`config.mk`:
```
export PLATFORM = sky130hd
export DESIGN_NAME = ctrl_byte_device_flat
export DESIGN_NICKNAME = d
export VERILOG_FILES = /design/src/logic/ctrl_pkg.sv /design/src/logic/ctrl_link_if.sv /design/src/logic/ctrl_byte_device.sv /design/src/flat_wrapper.sv
export VERILOG_INCLUDE_DIRS = /design/src /design/src/logic
export SDC_FILE = /design/constraint.sdc
export NUM_CORES = 1
export LEC_CHECK = 0
export BUFFER_PORTS_ARGS = -buffer_cell sky130_fd_sc_hd__clkbuf_2
export CAP_MARGIN = 0
export CORE_AREA = 4 4 200 202
export CTS_BUF_LIST = sky130_fd_sc_hd__clkbuf_2
export CTS_CLUSTER_DIAMETER = 30
export DETAILED_ROUTE_END_ITERATION = 12
export DIE_AREA = 0 0 204 206
export PLACE_DENSITY = 0.73
export SETUP_SLACK_MARGIN = 0.3
export SLEW_MARGIN = 20
export SYNTH_ARGS = -nofsm -noshare
export SYNTH_HDL_FRONTEND = slang
export SYNTH_SLANG_ARGS = --single-unit
```
`constraint.sdc`:
```
create_clock -name pclk -period 4.29 [get_ports pclk]
set_clock_uncertainty 0.1 [all_clocks]
set_input_delay 0.858 -clock pclk [delete_from_list [all_inputs] [get_ports pclk]]
set_output_delay 0.858 -clock pclk [all_outputs]
set_load 0.05 [all_outputs]
```
`src/logic/ctrl_cfg.svh`:
```
// Constants shared by both ends of the control-byte link.
`ifndef CTRL_CFG_SVH
`define CTRL_CFG_SVH

// ----------------------------------------
// Link
// ----------------------------------------
`define DEF_PORT_ADDR   8'h40
`define NUM_GROUPS      7
`define NUM_SLOTS       8
`define GRP_NONE        3'h7
`define GRP_SRCH        3'h3
`define GRP_CMD         3'h6

// ----------------------------------------
// Pointer bits of each group's base byte
// ----------------------------------------
`define PTR_MASK_G0     8'h78
`define PTR_MASK_G1     8'h40
`define PTR_MASK_G2     8'h40
`define PTR_MASK_G3     8'h18
`define PTR_MASK_G4     8'h1C
`define PTR_MASK_NONE   8'h00

// ----------------------------------------
// Commands and control bits
// ----------------------------------------
`define CMD_ENABLE      8'h87
`define CMD_DISABLE     8'h83
`define CMD_REINIT      8'h8B
`define CMD_INT_EN      8'hAB
`define CMD_INT_DIS     8'hAF
`define G3_INT_EN_BIT   5
`define G3_DMA_EN_BIT   6

// ----------------------------------------
// Status byte
// ----------------------------------------
`define ST_RDY_BIT      0
`define ST_INT_BIT      1
`define ST_MATCH_BIT    4
`define ST_EOB_BIT      5

// ----------------------------------------
// Host APB map and interrupt bits
// ----------------------------------------
`define OFS_WDATA       8'h00
`define OFS_RDCMD       8'h04
`define OFS_RDATA       8'h08
`define OFS_STATE       8'h0C
`define OFS_IRQ_STAT    8'h10
`define OFS_IRQ_MASK    8'h14
`define OFS_GRANT       8'h18
`define IRQ_W           3
`define IRQ_DONE_BIT    0
`define IRQ_REQ_BIT     1
`define IRQ_REFUSE_BIT  2

`endif

```
`src/logic/ctrl_pkg.sv`:
```
// Types of the two ends of the control-byte link: controller state and transfer mode, host state.
package ctrl_pkg;

  typedef enum logic [1:0] {
    DISABLED, INACTIVE, SUSPENDED, OPERATING
  } dev_state_type;

  typedef enum logic [1:0] {
    MODE_BYTE, MODE_CONTINUOUS, MODE_BURST, MODE_SPARE
  } xfer_mode_type;

  typedef enum logic [1:0] {
    H_IDLE, H_DIS, H_OP, H_CAP
  } host_state_type;

endpackage : ctrl_pkg

```
`src/logic/ctrl_link_if.sv`:
```
// Interface joining the host end and the controller end.
`timescale 1ns/100ps
interface ctrl_link_if;
  logic [7:0] io_addr;
  logic       io_iorq;
  logic       io_wr;
  logic [7:0] io_wdata;
  logic [7:0] io_rdata;
  logic       bus_request_n;
  logic       bus_ack_in_n;

  modport device (
    input  io_addr, io_iorq, io_wr, io_wdata, bus_ack_in_n,
    output io_rdata, bus_request_n
  );

  modport host (
    output io_addr, io_iorq, io_wr, io_wdata, bus_ack_in_n,
    input  io_rdata, bus_request_n
  );
endinterface : ctrl_link_if

```
`src/logic/ctrl_byte_device.sv`:
```
// Controller end: control-byte sequencer and enable state.
//
// Added by the designer: readback of programmed bytes over peek_group and peek_slot.
`timescale 1ns/100ps
`include "ctrl_cfg.svh"
module ctrl_byte_device #(
  parameter logic [7:0] PORT_ADDR = `DEF_PORT_ADDR
) (
  // Clock and reset
  input  wire logic                   pclk,
  input  wire logic                   presetn,
  // Link to the host
  ctrl_link_if.device                 link,
  // Transfer engine
  input  wire logic                   rdy,
  input  wire logic                   eob,
  input  wire logic                   auto_restart,
  input  wire logic                   byte_match,
  input  wire ctrl_pkg::xfer_mode_type mode,
  // Readback of programmed bytes
  input  wire logic [2:0]             peek_group,
  input  wire logic [2:0]             peek_slot,
  output logic [7:0]                  peek_byte,
  // State
  output ctrl_pkg::dev_state_type     state,
  output logic                        int_pending
);

  // ----------------------------------------
  // Decoding
  // ----------------------------------------
  function automatic logic [2:0] decode_group(input logic [7:0] b);
    logic [2:0] g;
    g = `GRP_NONE;
    if (!b[7]) begin
      if (b[1:0] != 2'h0) begin
        g = 3'h0;
      end else if (b[2]) begin
        g = 3'h1;
      end else begin
        g = 3'h2;
      end
    end else begin
      case (b[1:0])
        2'h0: g = `GRP_SRCH;
        2'h1: g = 3'h4;
        2'h2: g = (b[2] || b[6]) ? `GRP_NONE : 3'h5;
        default: g = `GRP_CMD;
      endcase
    end
    return g;
  endfunction : decode_group

  function automatic logic [7:0] pointer_mask(input logic [2:0] g);
    logic [7:0] m;
    case (g)
      3'h0: m = `PTR_MASK_G0;
      3'h1: m = `PTR_MASK_G1;
      3'h2: m = `PTR_MASK_G2;
      3'h3: m = `PTR_MASK_G3;
      3'h4: m = `PTR_MASK_G4;
      default: m = `PTR_MASK_NONE;
    endcase
    return m;
  endfunction : pointer_mask

  function automatic logic [2:0] lowest_bit(input logic [7:0] m);
    logic [2:0] idx;
    idx = 3'h0;
    for (int i = `NUM_SLOTS - 1; i >= 0; i--) begin
      if (m[i]) begin
        idx = 3'(i);
      end
    end
    return idx;
  endfunction : lowest_bit

  // ----------------------------------------
  // State
  // ----------------------------------------
  // Slot 0 of each group holds its base byte; pointer bits never use bit 0
  logic [7:0]              regs_q [`NUM_GROUPS][`NUM_SLOTS];
  logic [7:0]              regs_d [`NUM_GROUPS][`NUM_SLOTS];
  ctrl_pkg::dev_state_type state_q, state_d;
  logic [2:0]              seq_grp_q, seq_grp_d;
  logic [7:0]              seq_mask_q, seq_mask_d;
  logic                    prev_cmd_q, prev_cmd_d;
  logic                    int_en_q, int_en_d;
  logic                    int_pend_q, int_pend_d;
  logic                    match_seen_q, match_seen_d;
  logic                    eob_seen_q, eob_seen_d;
  logic                    req_n_q, req_n_d;
  logic [7:0]              rdata_q, rdata_d;
  logic [7:0]              peek_q, peek_d;

  logic       cs;
  logic       master;
  logic       host_wr;
  logic       host_rd;
  logic [2:0] grp;
  logic [2:0] slot;
  logic       is_cmd;
  logic       enable;
  logic       stop_event;

  assign cs      = link.io_iorq && (link.io_addr == PORT_ADDR);
  assign master  = (state_q == ctrl_pkg::OPERATING) || (state_q == ctrl_pkg::SUSPENDED);
  // While it holds the bus any port cycle is its own transfer, never programming
  assign host_wr = cs && link.io_wr && !master;
  assign host_rd = cs && !link.io_wr && !master;
  assign grp     = decode_group(link.io_wdata);
  assign slot    = lowest_bit(seq_mask_q);
  assign is_cmd  = (grp == `GRP_CMD);
  assign enable  = (is_cmd && link.io_wdata == `CMD_ENABLE) ||
                   (grp == `GRP_SRCH && link.io_wdata[`G3_DMA_EN_BIT]);
  assign stop_event = (eob && !auto_restart) || byte_match;

  // ----------------------------------------
  // Next state
  // ----------------------------------------
  always_comb begin
    regs_d       = regs_q;
    state_d      = state_q;
    seq_grp_d    = seq_grp_q;
    seq_mask_d   = seq_mask_q;
    prev_cmd_d   = prev_cmd_q;
    int_en_d     = int_en_q;
    int_pend_d   = int_pend_q;
    match_seen_d = match_seen_q;
    eob_seen_d   = eob_seen_q;
    rdata_d      = rdata_q;

    if (host_wr) begin
      if (seq_mask_q != 8'h00) begin
        // Associated bytes fill in ascending pointer-bit order
        regs_d[seq_grp_q][slot] = link.io_wdata;
        seq_mask_d[slot]        = 1'b0;
        prev_cmd_d              = 1'b0;
        state_d                 = ctrl_pkg::DISABLED;
      end else if (grp != `GRP_NONE) begin
        regs_d[grp][0] = link.io_wdata;
        seq_grp_d      = grp;
        seq_mask_d     = link.io_wdata & pointer_mask(grp);
        prev_cmd_d     = is_cmd;
        if (enable) begin
          state_d = ctrl_pkg::INACTIVE;
        end else if (is_cmd && link.io_wdata == `CMD_REINIT && prev_cmd_q) begin
          state_d = state_q;
        end else begin
          state_d = ctrl_pkg::DISABLED;
        end
        if (grp == `GRP_SRCH && link.io_wdata[`G3_INT_EN_BIT]) begin
          int_en_d = 1'b1;
        end
        if (is_cmd && link.io_wdata == `CMD_INT_EN) begin
          int_en_d = 1'b1;
        end
        if (is_cmd && link.io_wdata == `CMD_INT_DIS) begin
          int_en_d = 1'b0;
        end
        if (is_cmd && link.io_wdata == `CMD_REINIT) begin
          match_seen_d = 1'b0;
          eob_seen_d   = 1'b0;
          int_pend_d   = 1'b0;
        end
      end else begin
        prev_cmd_d = 1'b0;
        state_d    = ctrl_pkg::DISABLED;
      end
    end else begin
      case (state_q)
        ctrl_pkg::INACTIVE: begin
          if (!req_n_q && !link.bus_ack_in_n) begin
            state_d = ctrl_pkg::OPERATING;
          end
        end
        ctrl_pkg::OPERATING: begin
          if (stop_event) begin
            state_d = ctrl_pkg::INACTIVE;
          end else if (link.bus_ack_in_n && mode != ctrl_pkg::MODE_CONTINUOUS) begin
            state_d = ctrl_pkg::INACTIVE;
          end else if (!rdy && mode == ctrl_pkg::MODE_CONTINUOUS) begin
            state_d = ctrl_pkg::SUSPENDED;
          end
        end
        ctrl_pkg::SUSPENDED: begin
          if (stop_event || link.bus_ack_in_n) begin
            state_d = ctrl_pkg::INACTIVE;
          end else if (rdy) begin
            state_d = ctrl_pkg::OPERATING;
          end
        end
        default: begin
          state_d = ctrl_pkg::DISABLED;
        end
      endcase
    end

    // Events set after any clear so a coincident event is kept
    if (master && byte_match) begin
      match_seen_d = 1'b1;
    end
    if (master && eob) begin
      eob_seen_d = 1'b1;
    end
    if (int_en_d && master && (byte_match || eob)) begin
      int_pend_d = 1'b1;
    end

    if (host_rd) begin
      rdata_d                = 8'h00;
      rdata_d[`ST_RDY_BIT]   = rdy;
      rdata_d[`ST_INT_BIT]   = int_pend_q;
      rdata_d[`ST_MATCH_BIT] = match_seen_q;
      rdata_d[`ST_EOB_BIT]   = eob_seen_q;
    end
  end

  // Request only in an enabled state; disabled always holds it high
  always_comb begin
    case (state_d)
      ctrl_pkg::INACTIVE:  req_n_d = !rdy;
      ctrl_pkg::OPERATING: req_n_d = 1'b0;
      ctrl_pkg::SUSPENDED: req_n_d = 1'b0;
      default:             req_n_d = 1'b1;
    endcase
  end

  always_comb begin
    if (peek_group < 3'(`NUM_GROUPS)) begin
      peek_d = regs_q[peek_group][peek_slot];
    end else begin
      peek_d = 8'h00;
    end
  end

  // ----------------------------------------
  // Registers
  // ----------------------------------------
  // Programmed bytes clear to zero only for determinism; software must load them
  always_ff @(posedge pclk or negedge presetn) begin
    if (!presetn) begin
      for (int g = 0; g < `NUM_GROUPS; g++) begin
        for (int s = 0; s < `NUM_SLOTS; s++) begin
          regs_q[g][s] <= 8'h00;
        end
      end
      state_q      <= ctrl_pkg::DISABLED;
      seq_grp_q    <= 3'h0;
      seq_mask_q   <= 8'h00;
      prev_cmd_q   <= 1'b0;
      int_en_q     <= 1'b0;
      int_pend_q   <= 1'b0;
      match_seen_q <= 1'b0;
      eob_seen_q   <= 1'b0;
      req_n_q      <= 1'b1;
      rdata_q      <= 8'h00;
      peek_q       <= 8'h00;
    end else begin
      regs_q       <= regs_d;
      state_q      <= state_d;
      seq_grp_q    <= seq_grp_d;
      seq_mask_q   <= seq_mask_d;
      prev_cmd_q   <= prev_cmd_d;
      int_en_q     <= int_en_d;
      int_pend_q   <= int_pend_d;
      match_seen_q <= match_seen_d;
      eob_seen_q   <= eob_seen_d;
      req_n_q      <= req_n_d;
      rdata_q      <= rdata_d;
      peek_q       <= peek_d;
    end
  end

  assign link.io_rdata      = rdata_q;
  assign link.bus_request_n = req_n_q;
  assign peek_byte          = peek_q;
  assign state              = state_q;
  assign int_pending        = int_pend_q;

endmodule : ctrl_byte_device

```
`src/flat_wrapper.sv`:
```
// flat-port wrapper written by rule: the top's interface ports become plain ports
module ctrl_byte_device_flat 
#(
  parameter logic [7:0] PORT_ADDR = `DEF_PORT_ADDR
)
  (pclk, presetn, rdy, eob, auto_restart, byte_match, mode, peek_group, peek_slot, peek_byte, state, int_pending, link_io_addr, link_io_iorq, link_io_wr, link_io_wdata, link_bus_ack_in_n, link_io_rdata, link_bus_request_n);
  ctrl_link_if link_i ();
  input  wire logic pclk;
  input  wire logic presetn;
  input  wire logic rdy;
  input  wire logic eob;
  input  wire logic auto_restart;
  input  wire logic byte_match;
  input  wire ctrl_pkg::xfer_mode_type mode;
  input  wire logic [2:0] peek_group;
  input  wire logic [2:0] peek_slot;
  output logic [7:0] peek_byte;
  output ctrl_pkg::dev_state_type state;
  output logic int_pending;
  input wire logic [$bits(link_i.io_addr)-1:0] link_io_addr;
  input wire logic [$bits(link_i.io_iorq)-1:0] link_io_iorq;
  input wire logic [$bits(link_i.io_wr)-1:0] link_io_wr;
  input wire logic [$bits(link_i.io_wdata)-1:0] link_io_wdata;
  input wire logic [$bits(link_i.bus_ack_in_n)-1:0] link_bus_ack_in_n;
  output wire logic [$bits(link_i.io_rdata)-1:0] link_io_rdata;
  output wire logic [$bits(link_i.bus_request_n)-1:0] link_bus_request_n;
  assign link_i.io_addr = link_io_addr;
  assign link_i.io_iorq = link_io_iorq;
  assign link_i.io_wr = link_io_wr;
  assign link_i.io_wdata = link_io_wdata;
  assign link_i.bus_ack_in_n = link_bus_ack_in_n;
  assign link_io_rdata = link_i.io_rdata;
  assign link_bus_request_n = link_i.bus_request_n;
  ctrl_byte_device #(.PORT_ADDR(PORT_ADDR)) u_core (.pclk(pclk), .presetn(presetn), .link(link_i), .rdy(rdy), .eob(eob), .auto_restart(auto_restart), .byte_match(byte_match), .mode(mode), .peek_group(peek_group), .peek_slot(peek_slot), .peek_byte(peek_byte), .state(state), .int_pending(int_pending));
endmodule
```
# Word-level counts from Yosys, hierarchy flattened
# Index checks and enable logic that the tools add are counted.
# Widths: inputs -> output; s select.
# totals
reg_bits	479
inputBits	33
output_inout_bits	20
elab_cells	234
# classes
n_lt_le_gt_ge	11
n_eq_ne	24
n_mux	66
n_bitwise	9
reduce_logical	57
# ops
op	count
$bwmux 448	2
$mux 448	2
$demux 64 s3	2
$mux 64	4
$bmux 64 s3	1
$mux 8	9
$eq 8x8->1 const B	4
$mux 3	10
$pmux 7 s4	1
$mux 2	13
$bmux 8 s3	1
$demux 8 s3	1
$logic_and 1x1->1	24
$reduce_bool 2->1	11
$ge 4x4->1 const B	5
$not 3->4	5
$and 8x8->8	2
$mux 1	16
$lt 4x1->1 const B	3
$reduce_and 4->1	3
$eq 2x2->1 const B	5
$pmux 3 s3	1
$eq 2x1->1 const B	4
$eq 8x7->1 const B	1
other kinds (22)	37

# Longest topological paths before layout
# logic_depth
depth_word	17
ltp_mapped	9

# Least setup slack after synthesis
# No wires, ideal clock.
# synth_path
path_type	in2reg
start	input port link_io_addr[1]
end	register u_core.regs_q[304] in the netlist's numbering
setup_time_ns	0.125
arrival_ns	2.567
required_time_ns	4.065
slack_ns	1.498
stages	7
path_buffers	2
path_cell_list	nor4_4 > nand4_2 > or3_1 > buf_6 > or2_1 > buf_6 > mux2_4
# synth_between
elab_chain_cells	5
# synth_lines
element	line_no	rtl
start: declaration	flat_wrapper.sv:20	input wire logic [$bits(link_i.io_addr)-1:0] link_io_addr;
$eq 8x7->1	ctrl_byte_device.sv:106	assign cs = link.io_iorq && (link.io_addr == PORT_ADDR);
$logic_and 1x1->1	ctrl_byte_device.sv:106	
$logic_and 1x1->1 (2 in a row)	ctrl_byte_device.sv:109	assign host_wr = cs && link.io_wr && !master;
$reduce_and 2->1 (no source line)	--	
end signal: assignment	ctrl_byte_device.sv:260	regs_q <= regs_d;
end: declaration	ctrl_byte_device.sv:82	logic [7:0] regs_q [`NUM_GROUPS][`NUM_SLOTS];
# No other way between the ends.
# A chain may end at the register's enable or synchronous reset.

# Final worst setup path
# layout_path
start	register u_core.state_q[1], in the netlist u_core.state[1]
end	register u_core.regs_q[87] in the netlist's numbering
# layout_between
elab_chain_cells	5
word_cells_on_any_way	6
classes_between	2 x eq/ne; 4 x reduce/logical
# layout_lines
element	line_no	rtl
start: declaration	ctrl_byte_device.sv:84	ctrl_pkg::dev_state_type state_q, state_d;
start signal: assignment	ctrl_byte_device.sv:248	state_q <= ctrl_pkg::DISABLED;
start signal: assignment	ctrl_byte_device.sv:261	state_q <= state_d;
$eq 2x2->1	ctrl_byte_device.sv:107	assign master = (state_q == ctrl_pkg::OPERATING) || (state_q == ctrl_pkg::SUSPENDED);
$logic_or 1x1->1 (*)	ctrl_byte_device.sv:107	
$logic_not 1->1 (*)	ctrl_byte_device.sv:109	
$logic_and 1x1->1 (*)	ctrl_byte_device.sv:109	
$reduce_and 2->1 (no source line) (*)	--	
# Every way passes the cells marked *; elsewhere a longest branch is shown, timed or not.

==> flow_summary.yaml <==
synthesis:
  yosysSeqAreaShare: 0.528
  synth.distinct_cells: 71
  ys.warnings.count: 0
  synth_area_sq_um: 22700
  synthFlopType: "sky130_fd_sc_hd__dfrtp_1"
  number_of_synthesized_flops_with_an_enable_pin: 0
  async_reset_ff_frac: 1.00
  syn-mean-instance-area_sq_um: 13.6
  synth-seq-cells: 479
  syn_inst: 1667
worst_setup_path:
  worstPathRequired_ns: 5.07
  path_delay_family: "simple AND/OR/NAND/NOR gates"
  timing.critical_path.fanout_max: 9
  setup.worst_path.start: "u_core.state[1]$_DFF_PN0_"
  worstPathBufferInverterCount: 0
  timing.critical_path.from_type: "register"
  cell_by_cell_listing_of_the_critical_path: "nor2b_1 > and4_1 > nand3_1 > nor2_2 > mux2_2"
  timing.critical_path.to_type: "register"
  stage_delay_of_the_slowest_cell_on_the_critical_path_ns: 0.58
  critical_path_class: "register to register"
  critical_path.slowest_cell: "sky130_fd_sc_hd__nand3_1"
  critical_path_arrival_ns: 3.89
  worstReg2RegStart: "u_core.state[1]$_DFF_PN0_"
clocking:
  cts_setup_buffers: 0
  cts.reportedPaths.clkPinSlew_ns: 0.08
  total_clock_buffers_created_by_cts: 131
  cts.root.buffer_cell: "sky130_fd_sc_hd__clkbuf_2"
  bufs_on_longest_clock_path: 3
  clock_latency_on_the_worst_skew_pair_ns: 1.03
  clock_sinks: 479
  h_tree_lvl_count: 4
  tritoncts: "built"
final_layout:
  leading_cell_type_in_the_layout_fill_and_taps_excluded: "sky130_fd_sc_hd__dfrtp_1"
  final_cell_mix: "478 x sky130_fd_sc_hd__dfrtp_1, 426 x sky130_fd_sc_hd__mux2_2, 236 x sky130_fd_sc_hd__clkbuf_2"
  layout-drive-gt1-share: 0.459
  finish.instance_area_sq_um: 24700
  layout.nets: 1807
  area_delta_synth_final_pct: 8.90
drt:
  drt_first_pass_iters: 6
  route.detailed.vias_per_inst: 6.23
  vias: 14900
  wl_per_cell_microns: 23.9
  drc_errors: 0
  drt.antenna.violating_nets: 0
  drtIter0Drc: 1029
  drt_wl_total_mm: 56.8
timing:
  timing_max_transition_violations_final: 0
  unrepaired_setup_endpoints_after_global_routing: "false"
  worst_slew_pin_tran_ns: 1.01
  setup-tns-final_ns: 0
  final_hold_viol_count: 0
  achievable-frequency_mhz: 322
  setup_viol_count_final: 0
  timing.final.crit_share: 0.724
  maxSlewHeadroom: 0.325
  layout_min_cycle_time_ns: 3.11
global_routing:
  via_count_of_the_first_global_routing_pass: 15600
  grt_first_pass_wirelength_mm: 89.4
  track_usage: 0.274
  grt_start_max_net_pins: 125
  number_of_antenna_violations_at_the_first_check_in_global_routing: 1
  gr-total-overflow: 0
outcome:
  status: "finished, final reports clean"
min_path:
  timing.hold.worst.class: "input port to register"
  hold_start: "link_bus_ack_in_n"
placement:
  dp_hpwl_mm: 36.3
  place.gp.congestion: 0.917
  post_dp_cell_area_sq_um: 23500
  io_buffer_count: 48
floorplan:
  floorplan.core_area_sq_um: 38300
  initial_utilization: 0.593
  fp.dieH_microns: 206
  row_count: 72
  ios: 53
  die_area_sq_um: 42000
  floorplan.die.width_microns: 204
power:
  design_power_total_mw: 8.36
  static_leakage_power_nw: 12.3
  power.ir.vdd_worst_mv: 0.173
  power.density_cell_area_nw_per_um2: 338
run:
  timing.max_cap.violations: 0
sequential cells by signal, summed over array words and instances (netlist names), 2 cells and up:
| name | cells |
|---|---|
| u_core.link.io_rdata | 4 |
| u_core.peek_byte | 8 |
| u_core.regs_q | 448 |
| u_core.seq_grp_q | 3 |
| u_core.seq_mask_q | 8 |
| u_core.state | 2 |
final cells by class:
type,count,area [sq um]
fillers,2921,13600
multi-input cells,1042,10100
clock inverters,31,200
inverters,15,56.3
diodes,1,2.50
flip-flops and latches,479,12000
clock buffers,192,961
well taps,518,648
repair buffers,105,810
worst paths after layout:
kind,to,slack (ns),depth (start not counted)
worst max-delay path,u_core.regs_q[87]$_DFFE_PN0P_,1.18,5
worst min-delay path,u_core.state[1]$_DFF_PN0_,0.1,3
worst max register to register,u_core.regs_q[87]$_DFFE_PN0P_,1.18,5
worst min register to register,u_core.eob_seen_q$_DFFE_PN0P_,0.40,1
max in group asynchronous,u_core.regs_q[347]$_DFFE_PN0P_,2.57,3
min in group asynchronous,u_core.regs_q[437]$_DFFE_PN0P_,0.46,2
worst reg2reg max path, stage by stage, from the launching register on:
cell and delay [ns]:
sky130_fd_sc_hd__dfrtp_1 0.48, sky130_fd_sc_hd__nor2b_1 0.31, sky130_fd_sc_hd__and4_1 0.53, sky130_fd_sc_hd__nand3_1 0.58, sky130_fd_sc_hd__nor2_2 0.59, sky130_fd_sc_hd__mux2_2 0.40
synth_stat cells, types with 19 or more instances:
cell                       instances  area (sq um)
sky130_fd_sc_hd__a21oi_1          42           210
sky130_fd_sc_hd__buf_4            19           143
sky130_fd_sc_hd__clkbuf_1         91           342
sky130_fd_sc_hd__dfrtp_1         478         12000
sky130_fd_sc_hd__mux2_2          426          4800
sky130_fd_sc_hd__mux2i_1          92           921
sky130_fd_sc_hd__mux4_2           56          1260
sky130_fd_sc_hd__nand2_1          63           236
sky130_fd_sc_hd__nor2_1           26          97.6
sky130_fd_sc_hd__nor2_2           20           125
sky130_fd_sc_hd__o211ai_1         28           210
sky130_fd_sc_hd__o21ai_0          61           305
power by group:
group | leakage (nW) | internal [mW] | total [mW] | switching [mW]
clock | 0.917 | 1.37 | 3.22 | 1.85
combinational | 4.76 | 0.161 | 0.609 | 0.448
sequential | 6.65 | 4.52 | 4.54 | 0.0110
total | 12.3 | 6.05 | 8.36 | 2.31
metrics by stage:
stage	hold slack, ns	worst slack [ns]	utilization	cells
after floorplan	0.350	1.50	-	1670
after global placement	0.373	0.788	0.614	2155
after detailed placement	0.376	0.748	0.614	2155
after CTS	0.0209	1.29	0.646	2382
after global routing	0.0333	1.12	0.646	2383
final	0.0984	1.18	0.646	2383
layer usage:
metal | wire length (microns) | GRT usage | up-vias
met2 | 27300 | 0.441 | 516
met4 | 1370 | 0.0885 | 0
met5 | 0 | 0 | -
met1 | 24600 | 0.376 | 7757
li1 | - | - | 6464
met3 | 3560 | 0.0621 | 119
repair_timing:
item                      4_1_cts  5_1_grt
hold buffers                    4        0
hold endpoints to repair      118        0
resized for setup               0        0
kinds of logic (layout without fill, tap and decap cells):
| logic type | count (synthesis) | after routing | share of synthesized area |
|---|---|---|---|
| AO/OA/AOI/OAI | 229 | 229 | 0.0683 |
| buffers and inverters | 149 | 343 | 0.0298 |
| flip-flops | 479 | 479 | 0.528 |
| multiplexers | 590 | 590 | 0.318 |
| other | 1 | 5 | 0.000165 |
| AND/OR/NAND/NOR | 219 | 219 | 0.0558 |
Power figures use the tool's default switching activity.
